**config.mk**
```make
export PLATFORM = sky130hd
export DESIGN_NAME = quad_hot_swap_sequencer
export DESIGN_NICKNAME = d
export VERILOG_FILES = /design/src/hw/hot_swap_pkg.sv /design/src/hw/lockout_timer.sv /design/src/hw/quad_hot_swap_sequencer.sv /design/src/hw/tick_gen.sv
export SDC_FILE = /design/constraint.sdc
export NUM_CORES = 1
export LEC_CHECK = 0
export BUFFER_PORTS_ARGS = -buffer_cell sky130_fd_sc_hd__buf_2
export CORE_MARGIN = 2
export CORE_UTILIZATION = 40
export CTS_BUF_LIST = sky130_fd_sc_hd__clkbuf_4 sky130_fd_sc_hd__clkbuf_8
export CTS_CLUSTER_SIZE = 30
export DETAILED_ROUTE_END_ITERATION = 6
export GPL_ROUTABILITY_DRIVEN = 1
export PLACE_DENSITY = 0.63
export SETUP_SLACK_MARGIN = 0.5
export SLEW_MARGIN = 20
export SYNTH_ARGS = -nofsm -noshare
export SYNTH_HDL_FRONTEND = slang
export SYNTH_HIERARCHICAL = 1
export SYNTH_SLANG_ARGS = --single-unit
```
**constraint.sdc**
```tcl
create_clock -name pclk -period 4.06 [get_ports pclk]
set_input_delay 0.203 -clock pclk [delete_from_list [all_inputs] [get_ports pclk]]
set_output_delay 0.203 -clock pclk [all_outputs]
set_load 0.01 [all_outputs]
```
**src/hw/hot_swap_pkg.sv**
```systemverilog
// Constants, types and register map of the four-channel hot-swap sequencer
// Function
// - Tracking: all channels on together once lockout, rails, enables and faults allow
// - Tracking: any failed condition turns all off; any enable cycle clears latch
// - Sequencing: each channel follows its enable; any failure turns all off
// - Independent: channel needs lockout, own rail, own enable; fails only itself
// - Independent: fault hits only that channel; own enable cycle clears it
// - Startup interval set by timer resistor, 0.4ms to 50ms, 9ms when floating
// - Startup begins only when conditions hold and channel not latched or retrying
// - During startup slow detector ignored; overcurrent limits rather than trips
// - During startup gate charge current is limited to 100uA
// - During startup, startup trip active holds gate back at twice slow level
// - Good output asserts right when startup ends without fault
// - After startup slow detector active; response 3ms to 100us; code uses a fixed 3ms (SLOW_TICKS)
// - Persistent slow overcurrent: fault, good low, weak 3mA pulldown
// - Fast trip in normal operation: fault, good low, strong 50mA pulldown
// - Retain select floating latches off after fault; tied low gives autoretry
// - Every pass transistor off until a rail exceeds lockout for release delay
// - Autoretry: channel off on fault, restarts after 64 startup intervals
// - All rails below lockout beyond glitch filter restarts lockout delay and startup
`default_nettype none

package hot_swap_pkg;

  localparam int CLK_PERIOD_NS = 10;
  localparam int TICK_NS = 100000;
  localparam int TICK_CYCLES = TICK_NS / CLK_PERIOD_NS;
  localparam int CNT_W = 16;
  localparam int RES_W = 9;

  localparam int LOCKOUT_DELAY_US = 37500;
  localparam int GLITCH_FILTER_US = 100;
  localparam int START_DEFAULT_US = 9000;
  localparam int START_MIN_US = 400;
  localparam int START_MAX_US = 50000;
  localparam int SLOW_RESP_US = 3000;
  localparam int RETRY_SHIFT = 6;

  localparam logic [CNT_W-1:0] LOCKOUT_TICKS = CNT_W'(LOCKOUT_DELAY_US * 1000 / TICK_NS);
  localparam logic [CNT_W-1:0] GLITCH_TICKS = CNT_W'(GLITCH_FILTER_US * 1000 / TICK_NS);
  localparam logic [RES_W-1:0] START_DEFAULT_TICKS = RES_W'(START_DEFAULT_US * 1000 / TICK_NS);
  localparam logic [RES_W-1:0] START_MIN_TICKS = RES_W'(START_MIN_US * 1000 / TICK_NS);
  localparam logic [RES_W-1:0] START_MAX_TICKS = RES_W'(START_MAX_US * 1000 / TICK_NS);
  localparam logic [CNT_W-1:0] SLOW_TICKS = CNT_W'(SLOW_RESP_US * 1000 / TICK_NS);

  localparam logic [11:0] CFG_OFFSET = 12'h000;
  localparam logic [11:0] STATUS_OFFSET = 12'h004;
  localparam int CFG_FLOAT_BIT = 0;
  localparam int CFG_RETRY_BIT = 1;
  localparam int CFG_POL_BIT = 2;
  localparam int CFG_RES_LSB = 8;
  localparam logic CFG_FLOAT_RST = 1'b1;
  localparam logic CFG_RETRY_RST = 1'b0;
  localparam logic CFG_POL_RST = 1'b0;
  localparam logic [RES_W-1:0] CFG_RES_RST = 9'h05a;
  localparam int ST_GOOD_LSB = 0;
  localparam int ST_FAULT_LSB = 4;
  localparam int ST_GATE_LSB = 8;
  localparam int ST_REL_BIT = 12;
  localparam int ST_MODE_LSB = 13;

  typedef enum logic [1:0] {
    MODE_INDEP = 2'b00,
    MODE_SEQ = 2'b01,
    MODE_TRACK = 2'b10
  } mode_t;

  typedef enum logic [2:0] {
    CH_OFF = 3'b000,
    CH_START = 3'b001,
    CH_ON = 3'b010,
    CH_RETRY = 3'b011,
    CH_LATCHED = 3'b100
  } ch_state_t;

endpackage : hot_swap_pkg

`default_nettype wire

```
**src/hw/lockout_timer.sv**
```systemverilog
// Supply lockout release delay with glitch filter on the falling side
`default_nettype none

module lockout_timer (
  input wire logic pclk,
  input wire logic presetn,
  input wire logic tick,
  input wire logic above_any,
  output logic released
);
  import hot_swap_pkg::*;

  logic [CNT_W-1:0] dly_q, dly_d;
  logic [CNT_W-1:0] gf_q, gf_d;
  logic rel_q, rel_d;

  always_comb begin
    dly_d = dly_q;
    gf_d = gf_q;
    rel_d = rel_q;
    if (above_any) begin
      gf_d = '0;
      if (!rel_q && tick) begin
        if (dly_q == LOCKOUT_TICKS - 16'h0001) begin
          rel_d = 1'b1;
        end else begin
          dly_d = dly_q + 16'h0001;
        end
      end
    end else if (tick) begin
      // Short dips keep the release; only a long dip restarts everything
      if (gf_q >= GLITCH_TICKS) begin
        rel_d = 1'b0;
        dly_d = '0;
      end else begin
        gf_d = gf_q + 16'h0001;
      end
    end
  end

  always_ff @(posedge pclk or negedge presetn) begin
    if (!presetn) begin
      dly_q <= '0;
      gf_q <= '0;
      rel_q <= 1'b0;
    end else begin
      dly_q <= dly_d;
      gf_q <= gf_d;
      rel_q <= rel_d;
    end
  end

  assign released = rel_q;

endmodule : lockout_timer

`default_nettype wire

```
**src/hw/quad_hot_swap_sequencer.sv**
```systemverilog
// Four-channel hot-swap sequencer: modes, startup, fault handling and APB registers
//
// Added by the designer: the register offsets and the APB register port.
`default_nettype none

module quad_hot_swap_sequencer #(
  parameter int NCH = 4,
  parameter int TICK_CYCLES = hot_swap_pkg::TICK_CYCLES
) (
  input wire logic pclk,
  input wire logic presetn,
  input wire logic [11:0] paddr,
  input wire logic psel,
  input wire logic penable,
  input wire logic pwrite,
  input wire logic [31:0] pwdata,
  output logic [31:0] prdata,
  output logic pready,
  output logic pslverr,
  input wire hot_swap_pkg::mode_t mode_select,
  input wire logic [NCH-1:0] supply_lockout,
  input wire logic [NCH-1:0] rail_present_level,
  input wire logic [NCH-1:0] enable_threshold,
  input wire logic [NCH-1:0] slow_trip_level,
  input wire logic [NCH-1:0] fast_trip_level,
  output wire logic [NCH-1:0] gate_enable,
  output wire logic [NCH-1:0] gate_charge_limit,
  output wire logic [NCH-1:0] gate_regulate,
  output wire logic [NCH-1:0] pulldown_weak,
  output wire logic [NCH-1:0] pulldown_strong,
  output wire logic [NCH-1:0] good
);
  import hot_swap_pkg::*;

  function automatic logic addr_hit(input logic [11:0] a, input logic [11:0] off);
    return a[11:2] == off[11:2];
  endfunction : addr_hit

  logic tick;
  logic lock_rel;
  logic [NCH-1:0] cond;
  logic [NCH-1:0] clear;
  logic [NCH-1:0] faulted;
  logic [NCH-1:0] on_now;
  logic [NCH-1:0] gate_now;
  logic [RES_W-1:0] start_ticks;
  logic [CNT_W-1:0] retry_ticks;

  tick_gen #(
    .TICK_CYCLES(TICK_CYCLES)
  ) u_tick (
    .pclk(pclk),
    .presetn(presetn),
    .tick(tick)
  );

  lockout_timer u_lock (
    .pclk(pclk),
    .presetn(presetn),
    .tick(tick),
    .above_any(|supply_lockout),
    .released(lock_rel)
  );

  // Configuration and mode registers
  logic float_q, float_d;
  logic retry_q, retry_d;
  logic pol_q, pol_d;
  logic [RES_W-1:0] res_q, res_d;
  logic [31:0] rdata_q, rdata_d;
  mode_t mode_q, mode_d;
  logic taken_q, taken_d;
  logic wr_cfg;
  logic [RES_W-1:0] res_clamped;

  assign wr_cfg = psel && penable && pwrite && addr_hit(paddr, CFG_OFFSET);

  always_comb begin
    float_d = float_q;
    retry_d = retry_q;
    pol_d = pol_q;
    res_d = res_q;
    mode_d = mode_q;
    taken_d = taken_q;
    rdata_d = rdata_q;
    if (wr_cfg) begin
      float_d = pwdata[CFG_FLOAT_BIT];
      retry_d = pwdata[CFG_RETRY_BIT];
      pol_d = pwdata[CFG_POL_BIT];
      res_d = pwdata[CFG_RES_LSB +: RES_W];
    end
    // Mode is caught once at the first release and kept until reset
    if (lock_rel && !taken_q) begin
      mode_d = mode_select;
      taken_d = 1'b1;
    end
    // Read data is captured in the setup cycle so it leaves a flip-flop
    if (psel && !penable) begin
      rdata_d = '0;
      if (addr_hit(paddr, CFG_OFFSET)) begin
        rdata_d[CFG_FLOAT_BIT] = float_q;
        rdata_d[CFG_RETRY_BIT] = retry_q;
        rdata_d[CFG_POL_BIT] = pol_q;
        rdata_d[CFG_RES_LSB +: RES_W] = res_q;
      end else if (addr_hit(paddr, STATUS_OFFSET)) begin
        rdata_d[ST_GOOD_LSB +: NCH] = on_now;
        rdata_d[ST_FAULT_LSB +: NCH] = faulted;
        rdata_d[ST_GATE_LSB +: NCH] = gate_now;
        rdata_d[ST_REL_BIT] = lock_rel;
        rdata_d[ST_MODE_LSB +: 2] = mode_q;
      end
    end
  end

  always_ff @(posedge pclk or negedge presetn) begin
    if (!presetn) begin
      float_q <= CFG_FLOAT_RST;
      retry_q <= CFG_RETRY_RST;
      pol_q <= CFG_POL_RST;
      res_q <= CFG_RES_RST;
      mode_q <= MODE_INDEP;
      taken_q <= 1'b0;
      rdata_q <= '0;
    end else begin
      float_q <= float_d;
      retry_q <= retry_d;
      pol_q <= pol_d;
      res_q <= res_d;
      mode_q <= mode_d;
      taken_q <= taken_d;
      rdata_q <= rdata_d;
    end
  end

  assign prdata = rdata_q;
  assign pready = 1'b1;
  assign pslverr = psel && penable &&
                   !(addr_hit(paddr, CFG_OFFSET) || addr_hit(paddr, STATUS_OFFSET));

  // Resistor setting is in kilohm, one tick of 0.1 ms per kilohm
  assign res_clamped = (res_q < START_MIN_TICKS) ? START_MIN_TICKS :
                       (res_q > START_MAX_TICKS) ? START_MAX_TICKS : res_q;
  assign start_ticks = float_q ? START_DEFAULT_TICKS : res_clamped;
  assign retry_ticks = {1'b0, start_ticks, 6'h00};

  // Turn-on conditions per mode
  always_comb begin
    for (int i = 0; i < NCH; i++) begin
      case (mode_q)
        MODE_TRACK: begin
          cond[i] = lock_rel && taken_q && (&rail_present_level) &&
                    (&enable_threshold) && !(|faulted);
          clear[i] = !(&enable_threshold);
        end
        MODE_SEQ: begin
          cond[i] = lock_rel && taken_q && (&rail_present_level) &&
                    enable_threshold[i] && !(|faulted);
          clear[i] = !(&enable_threshold);
        end
        default: begin
          cond[i] = lock_rel && taken_q && rail_present_level[i] &&
                    enable_threshold[i];
          clear[i] = !enable_threshold[i];
        end
      endcase
    end
  end

  for (genvar i = 0; i < NCH; i++) begin : g_ch
    ch_state_t st_q, st_d;
    logic [CNT_W-1:0] cnt_q, cnt_d;
    logic [CNT_W-1:0] slow_q, slow_d;
    logic strong_q, strong_d;
    logic gate_q, lim_q, reg_q, pdw_q, pds_q, good_q;
    logic start_done;
    logic slow_fault;

    assign start_done = tick && (cnt_q == CNT_W'(start_ticks) - 16'h0001);
    assign slow_fault = slow_trip_level[i] && tick && (slow_q == SLOW_TICKS - 16'h0001);

    always_comb begin
      st_d = st_q;
      cnt_d = cnt_q;
      slow_d = slow_q;
      strong_d = strong_q;
      case (st_q)
        CH_OFF: begin
          cnt_d = '0;
          slow_d = '0;
          if (cond[i]) begin
            st_d = CH_START;
          end
        end
        CH_START: begin
          // Slow detector is not looked at here
          slow_d = '0;
          if (!cond[i]) begin
            st_d = CH_OFF;
          end else if (start_done) begin
            st_d = CH_ON;
            cnt_d = '0;
          end else if (tick) begin
            cnt_d = cnt_q + 16'h0001;
          end
        end
        CH_ON: begin
          if (slow_trip_level[i]) begin
            slow_d = tick ? slow_q + 16'h0001 : slow_q;
          end else begin
            slow_d = '0;
          end
          if (fast_trip_level[i] || slow_fault) begin
            strong_d = fast_trip_level[i];
            st_d = retry_q ? CH_RETRY : CH_LATCHED;
            cnt_d = '0;
          end else if (!cond[i]) begin
            st_d = CH_OFF;
          end
        end
        CH_RETRY: begin
          if (tick) begin
            if (cnt_q == retry_ticks - 16'h0001) begin
              st_d = CH_OFF;
            end else begin
              cnt_d = cnt_q + 16'h0001;
            end
          end
        end
        CH_LATCHED: begin
          // The other party keeps the enable low long enough; any low level clears
          if (clear[i]) begin
            st_d = CH_OFF;
          end
        end
        default: st_d = CH_OFF;
      endcase
    end

    always_ff @(posedge pclk or negedge presetn) begin
      if (!presetn) begin
        st_q <= CH_OFF;
        cnt_q <= '0;
        slow_q <= '0;
        strong_q <= 1'b0;
        gate_q <= 1'b0;
        lim_q <= 1'b0;
        reg_q <= 1'b0;
        pdw_q <= 1'b0;
        pds_q <= 1'b0;
        good_q <= 1'b0;
      end else begin
        st_q <= st_d;
        cnt_q <= cnt_d;
        slow_q <= slow_d;
        strong_q <= strong_d;
        gate_q <= (st_d == CH_START) || (st_d == CH_ON);
        lim_q <= (st_d == CH_START);
        reg_q <= (st_d == CH_START) && fast_trip_level[i];
        pdw_q <= ((st_d == CH_RETRY) || (st_d == CH_LATCHED)) && !strong_d;
        pds_q <= ((st_d == CH_RETRY) || (st_d == CH_LATCHED)) && strong_d;
        good_q <= (st_d == CH_ON) ^ pol_q;
      end
    end

    assign faulted[i] = (st_q == CH_RETRY) || (st_q == CH_LATCHED);
    assign on_now[i] = (st_q == CH_ON);
    assign gate_now[i] = gate_q;
    assign gate_enable[i] = gate_q;
    assign gate_charge_limit[i] = lim_q;
    assign gate_regulate[i] = reg_q;
    assign pulldown_weak[i] = pdw_q;
    assign pulldown_strong[i] = pds_q;
    assign good[i] = good_q;

  end
endmodule : quad_hot_swap_sequencer

`default_nettype wire

```
**src/hw/tick_gen.sv**
```systemverilog
// Free-running 0.1 ms time base for all delays of the sequencer
`default_nettype none

module tick_gen #(
  parameter int TICK_CYCLES = hot_swap_pkg::TICK_CYCLES
) (
  input wire logic pclk,
  input wire logic presetn,
  output logic tick
);
  import hot_swap_pkg::*;

  logic [CNT_W-1:0] div_q, div_d;
  logic tick_q, tick_d;

  always_comb begin
    tick_d = (div_q == CNT_W'(TICK_CYCLES - 1));
    div_d = tick_d ? '0 : div_q + 16'h0001;
  end

  always_ff @(posedge pclk or negedge presetn) begin
    if (!presetn) begin
      div_q <= '0;
      tick_q <= 1'b0;
    end else begin
      div_q <= div_d;
      tick_q <= tick_d;
    end
  end

  assign tick = tick_q;

endmodule : tick_gen

`default_nettype wire

```
==> results.cfg, run 1 <==
[sta]
maxSlewViolCount = 0
hold_viol_final = 0
setup_tns_ns = 0
max_slew.worst_pin.slew_ns = 1.10
post-route-min-period_ns = 3.98
finalCritPeriodShare_pct = 98.1
fin_worst_skew_ns = 0.0228
fmax_mhz = 251
setup_viol = 0
fin_ws_ns = 0.0780
rsz0062_at_grt = yes
slew-limit-headroom_pct = 26.2

[drt]
vias_per_cell = 5.62
drc_errors = 0
dr.pass1.iters = 5
drt-wirelength-per-cell_um = 18.7
routed_wl_mm = 44.8
num_vias = 13500
ant_nets = 0
drtIter0Drc = 1147

[power_and_ir_drop]
leakagePower_nw = 8.01
peakVddDrop_mv = 0.292
power_density_mw_per_mm2 = 295
power_w = 0.00550

[finish]
final_cells = 2396
nFillCells = 3514
nets = 1941
fin_area_mm2 = 0.0186
drive_above_1_share_pct = 23.3
area_growth_pct = 23.1

[placed_design]
dp_worst_setup_slack_ns = 0.0625
dp.cells = 2259
routabilityCongestion = 0.944
post_dp_cell_area_mm2 = 0.0164
portBuffers = 90
dp_hpwl_mm = 31.5

[synth]
syn_avg_cell_area_um2 = 8.92
ys_warn_count = 6
async_flop_share_pct = 100
yosysSeqAreaShare_pct = 41.3
synth_area_leaders = dfrtp_1, nor2_1, xor2_1
yosysUniqueCellTypes = 89
synth_seq_cells = 250
syn_inst = 1698
yosysMostFrequentCell = dfrtp_1
netlist_top_cells_count = dfrtp_1, nor2_1, nand2_1
synth_flop_cell = dfrtp_1
netlist_area_mm2 = 0.0151
yosysTopAreaCell = dfrtp_1
synth_top_area_share_pct = 40.5
synth_edf_count = 0

[worst_hold_path]
hold_class = in2reg

[die]
core_mm2 = 0.0375
ios = 129
die_x_um = 199
dieArea_mm2 = 0.0394
fp-row-count = 71
die_y_um = 199
initial_utilization_pct = 40.4

[grt]
grt-ovfl-total = 0
grt_pass1_vias = 12900
grt_pass1_wl_mm = 70.2
grt_use_total_pct = 22.4
antenna_found_initial = 2
grt_max_degree = 112

[clocking]
htreeDepth = 2
numCtsBuffers = 44
cts_root_buffer = clkbuf_8
clkTransAtPathRegs_ns = 0.06
cts_tree = done
cts_sinks = 250
clock_latency_ns = 0.58
ctsLongestPathBuffers = 3

[critical_path]
start_kind = register
crit_required_ns = 4.50
arrival_ns = 4.42
worstSetupEndpointType = register
crit_type = reg2reg
worstPathMaxFanout = 5

[run]
maxCapViolations = 0

[status]
outcome = finished clean
-- cell type report --
class                   count  area (um2)  share of cell area, %
multi-input cells        1274        8880                   47.6
clock buffers              63         805                   4.31
diodes                      1        2.50                 0.0134
well taps                 511         639                   3.43
repair buffers            219        1660                   8.90
clock inverters            18         170                  0.912
inverters                  60         225                   1.21
flip-flops and latches    250        6260                   33.6
-- kinds of logic (layout without fill, tap and decap cells) --
group / Yosys count / in the layout / share of synthesized area [%]
adders and majority gates: 21 / 21 / 1.73
and+or+nand+nor: 731 / 731 / 26.0
muxes: 36 / 36 / 2.47
other: 2 / 17 / 0.0496
DFF: 250 / 250 / 41.3
xor gates and xnor gates: 135 / 135 / 8.26
buffers and inverters: 189 / 360 / 6.12
AOI/OAI and AO/OA: 334 / 335 / 14.1
-- layer usage --
| metal | up-vias | wire length (um) | track usage (%) |
|---|---|---|---|
| met1 | 6649 | 20000 | 30.9 |
| met2 | 411 | 21000 | 35.5 |
| met4 | 2 | 1060 | 7.30 |
| li1 | 6330 | - | - |
| met3 | 77 | 2700 | 4.14 |
| met5 | - | 13 | 0 |
-- sequential cells by signal (all words and copies together), names as in the netlist, 9 cells and up --
register and flops:
g_ch.cnt_q 64, g_ch.slow_q 64, prdata 17, u_lock/dly_q 16, u_lock/gf_q 16, u_tick/div_q 16, g_ch.st_q 12, res_q 9
-- repair_timing --
action,in CTS,in global routing
endpoints found under the setup margin,91,94
buffers inserted,15,13
resized for setup,62,105
hold buffers,20,0
endpoints found under the hold margin,130,0
cloned,3,4
pin swaps,16,44
-- stage by stage --
step / util, % / hold WS (ns)
after floorplan: - / -0.0926
final: 49.7 / 0.0319
after global routing: 49.7 / 0.0555
after CTS: 48.0 / 0.00454
after global placement: 43.7 / 0.331
after detailed placement: 43.7 / 0.335
-- cell usage in the layout, fill, tap and decap left out, types with 12 or more instances in the layout --
cell           instances
dfrtp_1              245
nor2_1               156
nand2_1              130
o21ai_0              102
buf_2                 89
buf_4                 79
xor2_1                70
nand3_1               63
inv_1                 59
xnor2_1               56
a21oi_1               56
nand4_1               54
clkbuf_8              53
and3_1                46
nor3_1                41
nor2b_1               29
nor4_1                24
mux2i_1               24
or3_1                 23
buf_6                 23
a31oi_1               21
ha_1                  20
dlygate4sd3_1         20
o31ai_1               19
conb_1                16
a21o_1                14
nand2b_1              13
clkinv_2              13
and2_1                12
-- critical path, cell delays in order, from the launching register on --
cell and delay [ns]:
dfrtp_1 0.40, or4_4 0.54, o211a_4 0.27, nand2_8 0.06, ha_4 0.15, or4b_4 0.51, a21oi_4 0.16, o2111ai_2 0.13
or4_1 0.41, or4_4 0.47, o21ai_2 0.17, or3b_4 0.42, xnor2_2 0.14
-- final timing paths --
kind	slack, ns	to	cells past startpoint	from
max in group asynchronous	2.73	u_lock/dly_q[7]$_DFFE_PN0P_	3	presetn
min in group asynchronous	0.28	g_ch[0].slow_q[7]$_DFFE_PN0P_	2	presetn
hold reg to reg	0.48	u_tick/div_q[15]$_DFF_PN0_	1	u_tick/div_q[15]$_DFF_PN0_
setup reg to reg	0.08	g_ch[2].good_q$_DFF_PN0_	12	res_q[2]$_DFFE_PN0P_
setup / recovery	0.08	g_ch[2].good_q$_DFF_PN0_	12	res_q[2]$_DFFE_PN0P_
hold / removal	0.03	g_ch[2].slow_q[13]$_DFFE_PN0P_	3	slow_trip_level[2]
-- power breakdown --
group          total (W)  internal [W]  switching (W)
registers        0.00253       0.00251      0.0000228
logic           0.000389      0.000151       0.000238
clock network    0.00258       0.00148        0.00110
total            0.00550       0.00414        0.00136
(Power assumes the default switching activity.)
==> run 2, diff against run 1 <==
--- a/config.mk
+++ b/config.mk
@@ -13,6 +13,7 @@
 export DETAILED_ROUTE_END_ITERATION = 6
 export GPL_ROUTABILITY_DRIVEN = 1
 export PLACE_DENSITY = 0.63
+export RECOVER_POWER = 25
 export SETUP_SLACK_MARGIN = 0.5
 export SLEW_MARGIN = 20
 export SYNTH_ARGS = -nofsm -noshare
==> results.cfg, run 2 (synthesis results as in run 1) <==
[status]
outcome = complete, but fails checks
violations = capacitance limit, slew limit

[grt]
grt_use_total_pct = 22.4
grt_pass1_wl_mm = 70.2
grt_pass1_vias = 12900
antenna_found_initial = 2
grt_max_degree = 112
grt-ovfl-total = 0

[drt]
num_vias = 13500
vias_per_cell = 5.62
drtIter0Drc = 1158
routed_wl_mm = 44.8
dr.pass1.iters = 6
drt-wirelength-per-cell_um = 18.7
drc_errors = 0
ant_nets = 0

[die]
initial_utilization_pct = 40.4
ios = 129
die_y_um = 199
core_mm2 = 0.0375
dieArea_mm2 = 0.0394
die_x_um = 199
fp-row-count = 71

[sta]
hold_viol_final = 0
slew-limit-headroom_pct = -91.2
setup_tns_ns = 0
worst_hold_slack_ns = 0.0322
setup_viol = 0
fin_worst_skew_ns = 0.0231
maxSlewViolCount = 112
fmax_mhz = 251
max_slew.worst_pin.slew_ns = 2.87
rsz0062_at_grt = yes
finalCritPeriodShare_pct = 98.0
post-route-min-period_ns = 3.98

[critical_path]
arrival_ns = 4.42
start_kind = register
worstPathMaxFanout = 5
crit_type = reg2reg
endpoint = g_ch[2].good_q$_DFF_PN0_
r2r.worst_path.cells = 12
worstSetupEndpointType = register
reg2reg_to = g_ch[2].good_q$_DFF_PN0_
worstPathCellList = or4_4, o211a_4, nand2_8, ha_4, buf_4, xor2_1, mux2_2, or4_1, or4_4, o21ai_2, or3b_4, xnor2_2
slowest_delay_ns = 0.54
crit_start = res_q[2]$_DFFE_PN0P_
reg2reg_slack_ns = 0.08
cp.depth = 12
r2r-start = res_q[2]$_DFFE_PN0P_
crit_required_ns = 4.50
crit_top_cell = or4_4
cp_num_buf_inv = 1
cp_slowest_cell = or4_4
critical-path-top-delay-family = simple AND/OR/NAND/NOR gates

[finish]
final_common_cell = dfrtp_1
fin_area_mm2 = 0.0186
area_growth_pct = 22.9
nets = 1941
drive_above_1_share_pct = 23.1
final_cell_mix = dfrtp_1, nor2_1, nand2_1
postLayoutCoreUtil_pct = 49.7

[placed_design]
dp_hpwl_mm = 31.5
portBuffers = 90
post_dp_cell_area_mm2 = 0.0164
routabilityCongestion = 0.944

[worst_hold_path]
hold_class = in2reg

[clocking]
clkTransAtPathRegs_ns = 0.06
clock_latency_ns = 0.58
cts_sinks = 250
cts_tree = done
ctsLongestPathBuffers = 3
cts_root_buffer = clkbuf_8
htreeDepth = 2
numCtsBuffers = 44

[power_and_ir_drop]
power_density_mw_per_mm2 = 295
leakagePower_nw = 7.99
peakVddDrop_mv = 0.292

[run]
maxCapViolations = 1
-- run 2: cell types whose count changed in the layout (fill, tap and decap cells not counted) --
cell      before  now
buf_12         4    3
clkbuf_1       0    3
buf_8          2    1
clkbuf_4      10   11
clkbuf_2       0    1
buf_4         79   76
-- run 2: final cells by class --
class | count | area, um2
Sequential cell | 250 | 6260
Timing Repair Buffer | 219 | 1630
Clock inverter | 18 | 170
Inverter | 60 | 225
Tap cell | 511 | 639
Fill cell | 3521 | 18900
Clock buffer | 63 | 805
Antenna cell | 1 | 2.50
Multi-Input combinational cell | 1274 | 8880
-- run 2: how the worst min path moves through the flow --
stage	from	end	slack, ns	cells after the start
floorplan	presetn	g_ch[0].cnt_q[0]$_DFFE_PN0P_	-0.09	0
global placement	presetn	g_ch[0].slow_q[7]$_DFFE_PN0P_	0.33	1
detailed placement	presetn	g_ch[0].slow_q[7]$_DFFE_PN0P_	0.33	1
CTS	slow_trip_level[2]	g_ch[2].slow_q[13]$_DFFE_PN0P_	0.005	3
global route	slow_trip_level[3]	g_ch[3].slow_q[1]$_DFFE_PN0P_	0.06	3
finish	slow_trip_level[2]	g_ch[2].slow_q[13]$_DFFE_PN0P_	0.03	3
-- run 2: metal layers --
layer | vias up | GRT usage (%) | wire (um)
li1 | 6332 | - | -
met1 | 6615 | 30.9 | 19900
met2 | 423 | 35.5 | 21000
met3 | 84 | 4.14 | 2740
met4 | 2 | 7.30 | 1080
met5 | - | 0 | 13
-- run 2: worst reg2reg max path: cells and delay by family, from the launching register on --
family                   cells  cell delay (ns)
AO/OA/AOI/OAI                2             0.44
XOR/XNOR                     2             0.40
adder cells (fa/ha/maj)      1             0.16
buffers and inverters        1             0.11
flip-flops                   1             0.40
multiplexers                 1             0.38
AND/OR/NAND/NOR              5             1.96
-- run 2: power breakdown --
group | switching (W) | internal (W) | leakage [nW] | total (W)
sequential | 0.0000227 | 0.00251 | 3.43 | 0.00253
combinational | 0.000237 | 0.000149 | 4.04 | 0.000386
clock | 0.00110 | 0.00148 | 0.521 | 0.00258
total | 0.00136 | 0.00414 | 7.99 | 0.00550
-- run 2: timing repair --
item / 4_1_cts / 5_1_grt
endpoints found under the setup margin: 91 / 94
cloned: 3 / 4
resized for setup: 62 / 105
pin swaps: 16 / 44
hold buffers: 20 / 0
buffers inserted: 15 / 13
hold endpoints to repair: 130 / 0
-- run 2: metrics by stage --
stage / worst slack [ns] / std cells / total power, W
2_1_floorplan: -0.0681 / 1712 / 0.00274
3_3_place_gp: 0.0930 / 2259 / 0.00287
3_5_place_dp: 0.0625 / 2259 / 0.00287
4_1_cts: 0.109 / 2378 / 0.00550
5_1_grt: -0.00901 / 2396 / 0.00569
6_report: 0.0812 / 2396 / 0.00550
==> run 3, diff against run 2 <==
--- a/config.mk
+++ b/config.mk
@@ -12,7 +12,7 @@
 export CTS_CLUSTER_SIZE = 30
 export DETAILED_ROUTE_END_ITERATION = 6
 export GPL_ROUTABILITY_DRIVEN = 1
-export PLACE_DENSITY = 0.63
+export PLACE_DENSITY = 0.61
 export RECOVER_POWER = 25
 export SETUP_SLACK_MARGIN = 0.5
 export SLEW_MARGIN = 20
==> constraint.sdc (replaced) <==
create_clock -name pclk -period 4.9 [get_ports pclk]
set_input_delay 0.245 -clock pclk [delete_from_list [all_inputs] [get_ports pclk]]
set_output_delay 0.245 -clock pclk [all_outputs]
set_load 0.01 [all_outputs]
==> results.cfg, run 3 (synthesis results as in run 1) <==
[power_and_ir_drop]
power_w = 0.00442
power_density_mw_per_mm2 = 258
peakVddDrop_mv = 0.173
leakagePower_nw = 7.39

[finish]
fin_area_mm2 = 0.0171
final_cell_mix = dfrtp_1, nor2_1, nand2_1
nets = 1876
drive_above_1_share_pct = 15.1
final_common_cell = dfrtp_1
area_growth_pct = 13.2
postLayoutCoreUtil_pct = 45.7
nFillCells = 3657

[critical_path]
crit_required_ns = 5.35
worstPathMaxFanout = 10
r2r.worst_path.cells = 13
crit_start = res_q[6]$_DFFE_PN1P_
crit_type = reg2reg
worstSetupEndpointType = register
arrival_ns = 4.76
reg2reg_to = g_ch[2].good_q$_DFF_PN0_
start_kind = register
reg2reg_slack_ns = 0.59
r2r-start = res_q[6]$_DFFE_PN1P_

[sta]
fin_worst_skew_ns = 0.0243
fmax_mhz = 232
slew-limit-headroom_pct = -80.3
max_slew.worst_pin.slew_ns = 2.70
setup_tns_ns = 0
post-route-min-period_ns = 4.31
hold_viol_final = 0
setup_viol = 0
finalCritPeriodShare_pct = 88.0
maxSlewViolCount = 110
rsz0062_at_grt = no
worst_hold_slack_ns = 0.0352

[die]
ios = 129
die_y_um = 199
die_x_um = 199
initial_utilization_pct = 40.4
fp-row-count = 71
dieArea_mm2 = 0.0394
core_mm2 = 0.0375

[grt]
grt-ovfl-total = 0
grt_use_total_pct = 21.2
met1_usage_pct = 29.7
busiest_layer = met2
grt_use_met2_pct = 33.0
antenna_found_initial = 1
met3_usage_pct = 3.73
grt_pass1_vias = 12500
grt_pass1_wl_mm = 67.3
grt_max_degree = 110

[placed_design]
routabilityCongestion = 0.932
portBuffers = 90
post_dp_cell_area_mm2 = 0.0159
dp_hpwl_mm = 29.6

[drt]
routed_wl_mm = 41.3
num_vias = 12900
vias_per_cell = 5.55
dr.pass1.iters = 6
drtIter0Drc = 821
drt-wirelength-per-cell_um = 17.7
drc_errors = 0
ant_nets = 0

[clocking]
cts_sinks = 250
cts_tree = done
cts_root_buffer = clkbuf_8
htreeDepth = 2
ctsLongestPathBuffers = 3
clkTransAtPathRegs_ns = 0.06
clock_latency_ns = 0.59
numCtsBuffers = 43

[worst_hold_path]
hold-path-endpoint = res_q[6]$_DFFE_PN1P_
hp-start = pwdata[14]
hold_class = in2reg
holdPathStages = 3

[status]
violations = capacitance limit, slew limit
outcome = complete, but fails checks

[run]
maxCapViolations = 1
[run 3: changes by cell type in the layout (fill, tap and decap cells not counted), sizes merged]
cell         previous run  this run
dlygate4sd3            20        19
inv                    60        63
buf                   193       132
a21oi                  66        65
diode                   1         2
clkbuf                 69        71
clkinvlp                2         0
clkinv                 13         4
bufinv                  3         2
[run 3: final cells by class]
| class | instances | area (um2) | share of cell area, % |
|---|---|---|---|
| Timing Repair Buffer | 156 | 992 | 5.79 |
| Clock inverter | 9 | 109 | 0.635 |
| Clock buffer | 66 | 833 | 4.86 |
| Tap cell | 511 | 639 | 3.73 |
| Antenna cell | 2 | 5.00 | 0.0292 |
| Inverter | 60 | 225 | 1.31 |
| Multi-Input combinational cell | 1273 | 8080 | 47.1 |
| Sequential cell | 250 | 6270 | 36.5 |
[run 3: worst max-delay path by stage]
stage                     slack [ns]  cells past startpoint                            end
final                           0.59                     13       g_ch[2].good_q$_DFF_PN0_
after global routing            0.43                     15   g_ch[1].cnt_q[5]$_DFFE_PN0P_
after CTS                       0.52                     15   g_ch[1].cnt_q[5]$_DFFE_PN0P_
after detailed placement        0.39                     15  g_ch[1].cnt_q[12]$_DFFE_PN0P_
after global placement          0.43                     15   g_ch[1].cnt_q[8]$_DFFE_PN0P_
after floorplan                 0.61                     17  g_ch[2].cnt_q[13]$_DFFE_PN0P_
[run 3: what timing repair did]
item	CTS	global route
pin swaps	1	1
gates resized for setup	3	14
endpoints found under the setup margin	36	68
buffers inserted	1	7
endpoints found under the hold margin	124	0
cloned	0	0
hold buffers	19	0
[run 3: worst max-delay path: stages (launching register included)]
cell and delay (ns):
dfstp_1 0.76, inv_1 0.15, a211o_2 0.34, a31oi_1 0.20
ha_2 0.24, or4b_1 0.46, a21oi_1 0.13, buf_4 0.17
o2111ai_1 0.13, or4_1 0.41, or4_4 0.47, o21ai_4 0.17
or3b_4 0.42, xnor2_1 0.13
[run 3: stage by stage]
step / setup WS [ns] / cells
floorplan: 0.611 / 1712
CTS: 0.524 / 2318
global placement: 0.429 / 2223
global route: 0.426 / 2325
finish: 0.588 / 2327
detailed placement: 0.393 / 2223
[run 3: layer usage]
layer / part of all wire, % / up-vias / wire length (um)
li1: - / 6200 / -
met1: 46 / 6255 / 18900
met2: 45 / 374 / 18400
met3: 6.2 / 95 / 2550
met4: 3.4 / 2 / 1380
met5: 0.029 / - / 12
[run 3: where the power goes]
group	internal, W	total (W)	leakage [nW]	switching, W
sequential	0.00208	0.00210	3.42	0.0000195
combinational	0.0000795	0.000236	3.47	0.000156
clock	0.00119	0.00208	0.502	0.000886
